[src/usb_rx_ep_regs.svh]
/*
  Offsets, field positions, reset values and limits for the endpoint
  receive status and control registers.
  Assumes inclusion by bare name from the controller and bench files.
*/
`ifndef USB_RX_EP_REGS_SVH
`define USB_RX_EP_REGS_SVH

`define RX_STATUS_ADDR     32'h5000186C
`define RX_CONTROL_ADDR    32'h5000186E
`define RX_STATUS_RESET    16'h0000
`define RX_CONTROL_RESET   16'h0000
`define RXS_ERR_BIT        7
`define RXS_SETUP_BIT      6
`define RXS_TOGGLE_BIT     5
`define RXS_LAST_BIT       4
`define RXC_WARN_HI_BIT    6
`define RXC_WARN_LO_BIT    5
`define RXC_FLUSH_BIT      3
`define RXC_IGN_SETUP_BIT  2
`define RXC_WRITE_MASK     16'h006C
`define WARN_LIMIT_1       6'h05
`define WARN_LIMIT_2       6'h09
`define WARN_LIMIT_3       6'h11
`define COUNT_SATURATE     4'hF
`define FIFO_DEPTH_DEFAULT 16
`define FIFO_WIDTH_DEFAULT 8

`endif

[src/usb_rx_ep_pkg.sv]
/*
  Types shared by the receive endpoint logic.
  Uses nothing from the register header.
*/
package usb_rx_ep_pkg;

  // Receive state of the endpoint
  typedef enum logic [1:0]
  {
    RX_IDLE,
    RX_DATA,
    RX_SETUP
  } rx_state_t;

  // Event strobes from the link layer, one cycle each
  typedef struct packed
  {
    logic       setup_token;   // SETUP token for this endpoint
    logic       out_token;     // OUT token for this endpoint
    logic       pkt_end_ok;    // Packet ended with good CRC
    logic       pkt_end_err;   // Packet ended with media error
    logic       data1_pid;     // Data PID of the packet was DATA1
    logic       ack_sent;      // ACK handshake went out
  } link_event_t;

  // Core bus access
  typedef struct packed
  {
    logic        rd;           // Read strobe
    logic        wr;           // Write strobe
    logic [31:0] addr;         // Byte address
    logic [15:0] wdata;        // Write data
  } core_req_t;

endpackage

[src/rx_byte_fifo.sv]
/*
  Synchronous FIFO with valid/ready on both sides and a synchronous
  clear that resets both pointers.
  Assumes one clock and a synchronous active-high reset.
*/
module rx_byte_fifo
#(
  parameter int WIDTH = 8,
  parameter int DEPTH = 16
)
(
  input  wire logic                     clk_i,
  input  wire logic                     srst_i,
  input  wire logic                     clear_i,
  input  wire logic [WIDTH-1:0]         in_data_i,
  input  wire logic                     in_valid_i,
  output logic                          in_ready_o,
  output logic [WIDTH-1:0]              out_data_o,
  output logic                          out_valid_o,
  input  wire logic                     out_ready_i,
  output logic [$clog2(DEPTH+1)-1:0]    level_o
);

  localparam int AW = $clog2(DEPTH);
  localparam int LW = $clog2(DEPTH+1);

  logic [WIDTH-1:0] mem_q [DEPTH];     // Storage array
  logic [AW-1:0]    wptr_q, wptr_d;    // Write pointer
  logic [AW-1:0]    rptr_q, rptr_d;    // Read pointer
  logic [LW-1:0]    lvl_q, lvl_d;      // Occupancy
  logic             push, pop;

  // Handshakes are combinational from the level
  assign in_ready_o  = (lvl_q != LW'(DEPTH));
  assign out_valid_o = (lvl_q != '0);
  assign out_data_o  = mem_q[rptr_q];
  assign level_o     = lvl_q;
  assign push        = in_valid_i && in_ready_o;
  assign pop         = out_valid_o && out_ready_i;

  // Pointer and level update; clear drops everything
  always_comb
  begin
    wptr_d = wptr_q;
    rptr_d = rptr_q;
    lvl_d  = lvl_q;
    if (clear_i)
    begin
      wptr_d = '0;
      rptr_d = '0;
      lvl_d  = '0;
    end
    else
    begin
      if (push)
        wptr_d = (wptr_q == AW'(DEPTH-1)) ? '0 : wptr_q + AW'(1);
      if (pop)
        rptr_d = (rptr_q == AW'(DEPTH-1)) ? '0 : rptr_q + AW'(1);
      lvl_d = lvl_q + LW'(push) - LW'(pop);
    end
  end

  // Pointer registers
  always_ff @(posedge clk_i)
  begin
    if (srst_i)
    begin
      wptr_q <= '0;
      rptr_q <= '0;
      lvl_q  <= '0;
    end
    else
    begin
      wptr_q <= wptr_d;
      rptr_q <= rptr_d;
      lvl_q  <= lvl_d;
    end
  end

  // Storage has no reset, write only on push
  always_ff @(posedge clk_i)
  begin
    if (push && !clear_i)
      mem_q[wptr_q] <= in_data_i;
  end

  chk_no_overflow: assert property (@(posedge clk_i) disable iff (srst_i)
    lvl_q <= LW'(DEPTH))
    else $error("fifo level above depth");

endmodule

[src/usb_rx_ep_ctrl.sv]
/*
  Receive status and control for one full-speed USB endpoint: status
  flags, saturating byte count, warning limit, deferred flush, SETUP
  ignore, and the receive FIFO between link and core bus.
  Assumes the link layer gives one-cycle event strobes on clk_i and
  that the core bus reads data through the FIFO drain port.
*/
// Function
// - Set error flag on media error
// - Setup flag set on SETUP, read clears
// - Non-iso toggle shows last data PID
// - Iso toggle captures frame number LSB
// - Status read clears toggle flag
// - Last flag set on ACK, read clears
// - Count field saturates at fifteen bytes
// - Warn when free space at or below limit
// - Limit codes off, 5, 9, 17 bytes
// - Flush clears FIFO, pointers and state
// - Flush waits for reception to finish
// - Ignore SETUP tokens when bit set
// - Iso bit selects toggle meaning
`include "usb_rx_ep_regs.svh"

module usb_rx_ep_ctrl
#(
  parameter int FIFO_DEPTH = `FIFO_DEPTH_DEFAULT,
  parameter int FIFO_WIDTH = `FIFO_WIDTH_DEFAULT
)
(
  input  wire logic                        clk_i,
  input  wire logic                        srst_i,
  input  wire usb_rx_ep_pkg::core_req_t    core_req_i,
  output logic [15:0]                      core_rdata_o,
  input  wire usb_rx_ep_pkg::link_event_t  link_ev_i,
  input  wire logic [FIFO_WIDTH-1:0]       link_data_i,
  input  wire logic                        link_valid_i,
  output logic                             link_ready_o,
  input  wire logic                        iso_mode_i,
  input  wire logic                        frame_number_lsb_i,
  output logic [FIFO_WIDTH-1:0]            rx_data_o,
  output logic                             rx_valid_o,
  input  wire logic                        rx_ready_i,
  output logic                             receive_warning_event_o,
  output logic                             setup_accept_o,
  output logic                             busy_o
);
  import usb_rx_ep_pkg::*;

  localparam int LW = $clog2(FIFO_DEPTH+1);

  rx_state_t   state_q, state_d;        // Receive state
  logic        err_q, err_d;            // Media error flag
  logic        setup_q, setup_d;        // SETUP received flag
  logic        toggle_q, toggle_d;      // Toggle or frame LSB
  logic        last_q, last_d;          // ACK sent flag
  logic [1:0]  warn_lim_q, warn_lim_d;  // Warning limit code
  logic        ign_q, ign_d;            // Ignore SETUP tokens
  logic        flush_q, flush_d;        // Pending flush request
  logic        warn_q, warn_d;          // Registered warning level
  logic [15:0] rdata_q, rdata_d;        // Read data register
  logic        fifo_clear;              // Flush strobe into FIFO
  logic [LW-1:0] level;                 // FIFO occupancy
  logic [LW-1:0] free_bytes;            // Empty locations
  logic        st_rd, ct_wr, ct_rd;
  logic        setup_ok;
  logic        receiving;

  // Threshold decode, used for warning and its check
  function automatic logic [5:0] limit_of(input logic [1:0] code);
    unique case (code)
      2'h0: limit_of = 6'h00;
      2'h1: limit_of = `WARN_LIMIT_1;
      2'h2: limit_of = `WARN_LIMIT_2;
      2'h3: limit_of = `WARN_LIMIT_3;
    endcase
  endfunction

  // Address decode of the two registers
  assign st_rd = core_req_i.rd && (core_req_i.addr == `RX_STATUS_ADDR);
  assign ct_rd = core_req_i.rd && (core_req_i.addr == `RX_CONTROL_ADDR);
  assign ct_wr = core_req_i.wr && (core_req_i.addr == `RX_CONTROL_ADDR);

  // SETUP accepted only when not ignored
  assign setup_ok       = link_ev_i.setup_token && !ign_q;
  assign setup_accept_o = setup_ok;
  assign receiving      = (state_q != RX_IDLE);
  assign busy_o         = receiving;
  assign free_bytes     = LW'(FIFO_DEPTH) - level;
  assign receive_warning_event_o = warn_q;
  assign core_rdata_o   = rdata_q;

  // Flush only between packets; a pending one waits here
  assign fifo_clear = flush_q && !receiving && !link_ev_i.out_token
                      && !setup_ok;

  // Receive FIFO; back-pressure reaches the link through ready
  rx_byte_fifo
  #(
    .WIDTH (FIFO_WIDTH),
    .DEPTH (FIFO_DEPTH)
  )
  u_fifo
  (
    .clk_i       (clk_i),
    .srst_i      (srst_i),
    .clear_i     (fifo_clear),
    .in_data_i   (link_data_i),
    .in_valid_i  (link_valid_i && receiving),
    .in_ready_o  (link_ready_o),
    .out_data_o  (rx_data_o),
    .out_valid_o (rx_valid_o),
    .out_ready_i (rx_ready_i),
    .level_o     (level)
  );

  // Receive state: idle until a token, back at packet end
  always_comb
  begin
    state_d = state_q;
    unique case (state_q)
      RX_IDLE:
      begin
        if (setup_ok)
          state_d = RX_SETUP;
        else if (link_ev_i.out_token)
          state_d = RX_DATA;
      end
      RX_DATA, RX_SETUP:
      begin
        // Packet end of either kind returns to idle
        if (link_ev_i.pkt_end_ok || link_ev_i.pkt_end_err)
          state_d = RX_IDLE;
      end
      default: state_d = RX_IDLE;
    endcase
  end

  // Status flags: hardware set wins over read clear
  always_comb
  begin
    err_d    = err_q;
    setup_d  = setup_q;
    toggle_d = toggle_q;
    last_d   = last_q;
    if (st_rd)
    begin
      setup_d  = 1'b0;
      toggle_d = 1'b0;
      last_d   = 1'b0;
    end
    // Error flag clears only by flush, so firmware must flush
    if (fifo_clear)
      err_d = 1'b0;
    if (receiving && link_ev_i.pkt_end_err)
      err_d = 1'b1;
    if (setup_ok)
      setup_d = 1'b1;
    if (receiving && link_ev_i.pkt_end_ok)
    begin
      // Iso bit picks frame LSB over data PID
      if (iso_mode_i)
        toggle_d = frame_number_lsb_i;
      else
        toggle_d = link_ev_i.data1_pid;
    end
    if (link_ev_i.ack_sent)
      last_d = 1'b1;
  end

  // Control register; write mask drops reserved bits
  always_comb
  begin
    warn_lim_d = warn_lim_q;
    ign_d      = ign_q;
    flush_d    = flush_q;
    if (fifo_clear)
      flush_d = 1'b0;
    if (ct_wr)
    begin
      warn_lim_d = core_req_i.wdata[`RXC_WARN_HI_BIT:`RXC_WARN_LO_BIT];
      ign_d      = core_req_i.wdata[`RXC_IGN_SETUP_BIT];
      if (core_req_i.wdata[`RXC_FLUSH_BIT])
        flush_d = 1'b1;
    end
  end

  // Warning level: free space at or below limit
  always_comb
  begin
    warn_d = (warn_lim_q != 2'h0)
             && (6'(free_bytes) <= limit_of(warn_lim_q));
  end

  // Read data mux; reserved bits are zero
  always_comb
  begin
    rdata_d = 16'h0000;
    if (st_rd)
    begin
      rdata_d[`RXS_ERR_BIT]    = err_q;
      rdata_d[`RXS_SETUP_BIT]  = setup_q;
      rdata_d[`RXS_TOGGLE_BIT] = toggle_q;
      rdata_d[`RXS_LAST_BIT]   = last_q;
      // Count saturates rather than wrapping
      rdata_d[3:0] = (level > LW'(`COUNT_SATURATE)) ? `COUNT_SATURATE
                                                     : 4'(level);
    end
    else if (ct_rd)
    begin
      rdata_d = `RX_CONTROL_RESET;
      rdata_d[`RXC_WARN_HI_BIT:`RXC_WARN_LO_BIT] = warn_lim_q;
      rdata_d[`RXC_FLUSH_BIT]     = flush_q;
      rdata_d[`RXC_IGN_SETUP_BIT] = ign_q;
      rdata_d = rdata_d & `RXC_WRITE_MASK;
    end
  end

  // All registers of the block
  always_ff @(posedge clk_i)
  begin
    if (srst_i)
    begin
      state_q    <= RX_IDLE;
      err_q      <= 1'b0;
      setup_q    <= 1'b0;
      toggle_q   <= 1'b0;
      last_q     <= 1'b0;
      warn_lim_q <= 2'h0;
      ign_q      <= 1'b0;
      flush_q    <= 1'b0;
      warn_q     <= 1'b0;
      rdata_q    <= `RX_STATUS_RESET;
    end
    else
    begin
      // Flush also forces the state to idle
      state_q    <= fifo_clear ? RX_IDLE : state_d;
      err_q      <= err_d;
      setup_q    <= setup_d;
      toggle_q   <= toggle_d;
      last_q     <= last_d;
      warn_lim_q <= warn_lim_d;
      ign_q      <= ign_d;
      flush_q    <= flush_d;
      warn_q     <= warn_d;
      rdata_q    <= rdata_d;
    end
  end

  chk_err_sets: assert property (@(posedge clk_i) disable iff (srst_i)
    receiving && link_ev_i.pkt_end_err |=> err_q)
    else $error("error flag not set");

  chk_setup_flag: assert property (@(posedge clk_i) disable iff (srst_i)
    setup_ok |=> setup_q)
    else $error("setup flag not set");

  chk_setup_read: assert property (@(posedge clk_i) disable iff (srst_i)
    st_rd && !setup_ok |=> !setup_q)
    else $error("setup flag survives read");

  chk_toggle_pid: assert property (@(posedge clk_i) disable iff (srst_i)
    receiving && link_ev_i.pkt_end_ok && !iso_mode_i
    |=> toggle_q == $past(link_ev_i.data1_pid))
    else $error("toggle not data pid");

  chk_toggle_iso: assert property (@(posedge clk_i) disable iff (srst_i)
    receiving && link_ev_i.pkt_end_ok && iso_mode_i
    |=> toggle_q == $past(frame_number_lsb_i))
    else $error("toggle not frame lsb");

  chk_toggle_read: assert property (@(posedge clk_i) disable iff (srst_i)
    st_rd && !(receiving && link_ev_i.pkt_end_ok) |=> !toggle_q)
    else $error("toggle survives read");

  chk_last_ack: assert property (@(posedge clk_i) disable iff (srst_i)
    link_ev_i.ack_sent |=> last_q ##1 (last_q || $past(st_rd)))
    else $error("last flag not set on ack");

  chk_count_sat: assert property (@(posedge clk_i) disable iff (srst_i)
    st_rd |=> core_rdata_o[3:0] == (($past(level) > LW'(15)) ? 4'hF
                                     : 4'($past(level))))
    else $error("count field wrong");

  chk_warn_level: assert property (@(posedge clk_i) disable iff (srst_i)
    ##1 warn_q == ($past(warn_lim_q) != 2'h0
      && 6'($past(free_bytes)) <= limit_of($past(warn_lim_q))))
    else $error("warning level wrong");

  // Watches the FIFO itself: no byte may vanish mid-packet except by a pop
  chk_flush_defer: assert property (@(posedge clk_i) disable iff (srst_i)
    receiving && !(rx_valid_o && rx_ready_i) |=> level >= $past(level))
    else $error("flush during reception");

  chk_flush_done: assert property (@(posedge clk_i) disable iff (srst_i)
    fifo_clear |=> level == '0 && state_q == RX_IDLE && !flush_q)
    else $error("flush incomplete");

  chk_ign_setup: assert property (@(posedge clk_i) disable iff (srst_i)
    ign_q && link_ev_i.setup_token && state_q == RX_IDLE
    |=> state_q != RX_SETUP)
    else $error("setup not ignored");

  chk_reserved: assert property (@(posedge clk_i) disable iff (srst_i)
    core_rdata_o[15:8] == 8'h00)
    else $error("reserved bits nonzero");

endmodule

[config.mk]
export PLATFORM = sky130hd
export DESIGN_NAME = usb_rx_ep_ctrl
export DESIGN_NICKNAME = d
export VERILOG_FILES = /design/src/usb_rx_ep_pkg.sv /design/src/rx_byte_fifo.sv /design/src/usb_rx_ep_ctrl.sv
export VERILOG_INCLUDE_DIRS = /design/src /design/src/src
export SDC_FILE = /design/constraint.sdc
export NUM_CORES = 1
export LEC_CHECK = 0
export ABC_AREA = 1
export BUFFER_PORTS_ARGS = -buffer_cell sky130_fd_sc_hd__buf_2
export CAP_MARGIN = 20
export CELL_PAD_IN_SITES_DETAIL_PLACEMENT = 1
export CELL_PAD_IN_SITES_GLOBAL_PLACEMENT = 2
export CORE_ASPECT_RATIO = 1.1
export CORE_MARGIN = 2
export CORE_UTILIZATION = 33
export CTS_BUF_LIST = sky130_fd_sc_hd__clkbuf_16
export DETAILED_ROUTE_END_ITERATION = 8
export PLACE_DENSITY = 0.77
export SETUP_SLACK_MARGIN = 0.2
export SYNTH_ARGS = -nofsm -noshare
export SYNTH_HDL_FRONTEND = slang
export SYNTH_SLANG_ARGS = --single-unit
[constraint.sdc]
create_clock -name clk_i -period 2.4 [get_ports clk_i]
set_input_delay 0.24 -clock clk_i [delete_from_list [all_inputs] [get_ports clk_i]]
set_output_delay 0.24 -clock clk_i [all_outputs]
set_load 0.05 [all_outputs]
==> impl_results.md <==
- CTS root buffer: clkbuf_16
- RSZ-0062 raised after global routing: yes
- DR vias/cell: about 4.7
- Post-Synthesis Cells: around 760
- Crit end category: register
- Buffers & Inverters on Critical Path: 9
- Final setup fails: 0
- Final setup TNS: 0 ns
- Final Hold Fails: 0
- Aggregate global routing overflow: 0
- Setup CP Type: reg2reg
- Fin area: around 0.0095 mm²
- Worst slew pin tran: ~0.64 ns
- Worst path max stage delay: about 0.35 ns
- Footprint of the multi-input gates: about 0.0025 mm²
- Tcrit/Tclk final: 0.969
- Port Buf Inserts: around 80
- Yosys cell types: 40
- Worst Path Required: ~2.7 ns
- Synth area leader: edfxtp_1
- Post-DRT Antenna Nets: 0
- Dpl cells: 1,140
- Detailed Route Iter0 Violations: approximately 290
- Mapped Area: ~0.0077 mm²
- Max layer used: met4
- Power per standard cell area: between 900 and 1000 mW/mm²
- Starting Density: 0.335
- Ant diodes: 0
- Htree depth: 4
- Hold crit path type: in2reg
- Area delta synth->final: 24.1%
- Clock skew: between 0.009 and 0.01 ns
- CTS sink cnt: between 150 and 200
- WL final: between 15 and 20 mm
- Peak supply drop: a little over 500 µV
- Yosys reg bits: between 150 and 200
- First-pass GRT wire length: roughly 30 mm
- Clk buf depth: 2
- Die X: approximately 150 µm
- CP Max Fanout: 6
- RD Place Congestion: 0.795
- # IOs: 99
- Main flop type after synthesis: edfxtp_1
- Slew Limit Fails: 0
- Post-DP HPWL: 12.8 mm
- Slowest CP cell: dfxtp_4
- Die H: around 160 µm
- MaxCap Viol Count: 0
- Via Count: roughly 5,600
- CTS tree: yes
- Ranking of synthesized cells by area: edfxtp_1, dfxtp_1, nand2_1, inv_1, ha_1
- M1 WL: just under 9 mm
- Wire per inst: approximately 16 µm
- Synth async-reset ratio: 0
- Post-route minimum period: 2.33 ns
- Reg area: about 0.0046 mm²
- YS warnings: 0
- Leakage: roughly 0.0038 µW
- Top-count cell post-synth: edfxtp_1
- Die Area: ~0.024 mm²
- Post-synth EDFFs: 128
- Avg Inst Size Synth: between 10 and 15 µm²
- Register area share after synthesis: 0.596
- Reg clk slew, reported paths: about 0.07 ns
- Vias in the first global route: 5,713
- Final nets: a little under 1,000
- Max Fclk: approximately 430 MHz
- Share of layout cells above drive strength 1: 0.247
- Top delay family on crit path: buffers and inverters
- Initial antenna violation count: 0
- Core area: roughly 0.023 mm²
- Pre-antenna DRT Iters: 4
- Relative slew margins: 0.574
- R2R Setup Slk: roughly 0.073 ns
- Number of cell rows: 58
- DP Area: about 0.0086 mm²
- Routed wl met3: 601 µm
- CP cell instances: inv_4, ha_4, nand2_2, inv_2, ha_2, clkinvlp_4, nand3_4, inv_4, ha_4, inv_2, fa_2, nor2_4, buf_4, buf_6, buf_6, buf_4, nor3b_1
- Routed wl met2: a little over 10 mm
- Top cell type's share of synthesized area: 0.502
- Startpoint Class: register
- Largest net degree at the start of global routing: 38
- # DRC: 0
- Critical path arrival: between 2 and 3 ns
- # fillers: roughly 2,600
- Cts bufs inserted: 17
- Non-Filler Instances: roughly 1,200
- Top cells by count, synth: edfxtp_1, nand2_1, inv_1
- Latest clock arrival within the worst-skew pair: around 0.42 ns
- Status: completed
- Gr usage total: 0.161
kinds of logic after synthesis:
family,share of synthesized area
adder cells (fa/ha/maj),0.0402
other,0.000490
AO/OA/AOI/OAI,0.107
XOR/XNOR,0.00229
flip-flops,0.596
AND/OR/NAND/NOR,0.160
buffers and inverters,0.0932
per-layer routing:
layer	vias up	global-route usage
met1	2689	0.204
met4	0	0.0381
met3	16	0.0311
li1	2765	-
met5	-	0
met2	87	0.285
placed cells by master, fill, tap and decap left out, types with 3 or more instances in the layout:
master	n
edfxtp_1	128
nand2_1	122
inv_1	113
buf_2	70
nor2_1	69
nand3_1	54
a21oi_1	51
buf_4	40
o21ai_0	35
dfxtp_1	30
o211ai_1	23
clkbuf_16	19
ha_1	18
o211ai_2	10
inv_2	9
conb_1	8
buf_6	7
nand2_2	5
clkinv_4	5
o21ai_1	5
inv_4	4
nor2_4	4
ha_4	4
dfxtp_4	4
clkbuf_4	4
buf_12	4
clkinvlp_4	3
nand3_4	3
nor2_2	3
nand4_1	3
nor3_1	3
bufinv_16	3
inv_6	3
clkinv_2	3
path summary, 6_finish.rpt:
| check | endpoint | startpoint | cells after the start |
|---|---|---|---|
| setup / recovery | u_fifo.level_o[2] | u_fifo.level_o[0] | 17 |
| hold / removal | ign_q | core_req_i[2] | 3 |
| setup reg to reg | u_fifo.level_o[2] | u_fifo.level_o[0] | 17 |
| hold reg to reg | core_rdata_o[4] | last_q | 2 |
sequential cells by signal, summed over array words and instances (netlist names), 2 cells and up, named ones only:
register	cells
core_rdata_o	8
state_q	2
u_fifo.level_o	5
u_fifo.mem_q	128
u_fifo.rptr_q	4
u_fifo.wptr_q	4
warn_lim_q	2
per-stage QoR:
step	hold WS, ns	setup WS (ns)	total power [µW]	util
6_report	0.0467	0.0734	8630	0.416
5_1_grt	0.0516	-0.0547	9100	0.416
4_1_cts	0.0252	0.0873	8490	0.409
3_5_place_dp	0.425	-0.0559	5440	0.375
3_3_place_gp	0.422	0.0396	5400	0.375
2_1_floorplan	0.309	0.0275	4860	-
worst reg2reg max path, stage by stage (launching register included):
cell,delay [ns]
dfxtp_4,0.35
inv_4,0.06
ha_4,0.14
nand2_2,0.05
inv_2,0.07
ha_2,0.20
clkinvlp_4,0.10
nand3_4,0.10
inv_4,0.06
ha_4,0.16
inv_2,0.04
fa_2,0.23
nor2_4,0.05
buf_4,0.14
buf_6,0.11
buf_6,0.10
buf_4,0.12
nor3b_1,0.17
final cells by class:
type                            instances  area share
Inverter                              129      0.0544
Tap cell                              300      0.0395
Sequential cell                       164       0.482
Clock buffer                           17      0.0448
Multi-Input combinational cell        442       0.263
Timing Repair Buffer                  128      0.0965
Clock inverter                         15      0.0191
repair_timing:
action | CTS | global route
pin swaps | 10 | 10
buffers inserted | 14 | 6
cloned | 1 | 2
endpoints found under the setup margin | 9 | 10
hold buffers | 0 | 0
resized for setup | 4 | 25
where the power goes:
group | internal [µW] | leakage (µW) | switching [µW]
Combinational | 1060 | 0.00210 | 1530
Sequential | 3150 | 0.00145 | 98.2
Clock | 1650 | 0.000294 | 1140
Total | 5860 | 0.00384 | 2770
No activity file was read; power rests on OpenSTA's default activity.
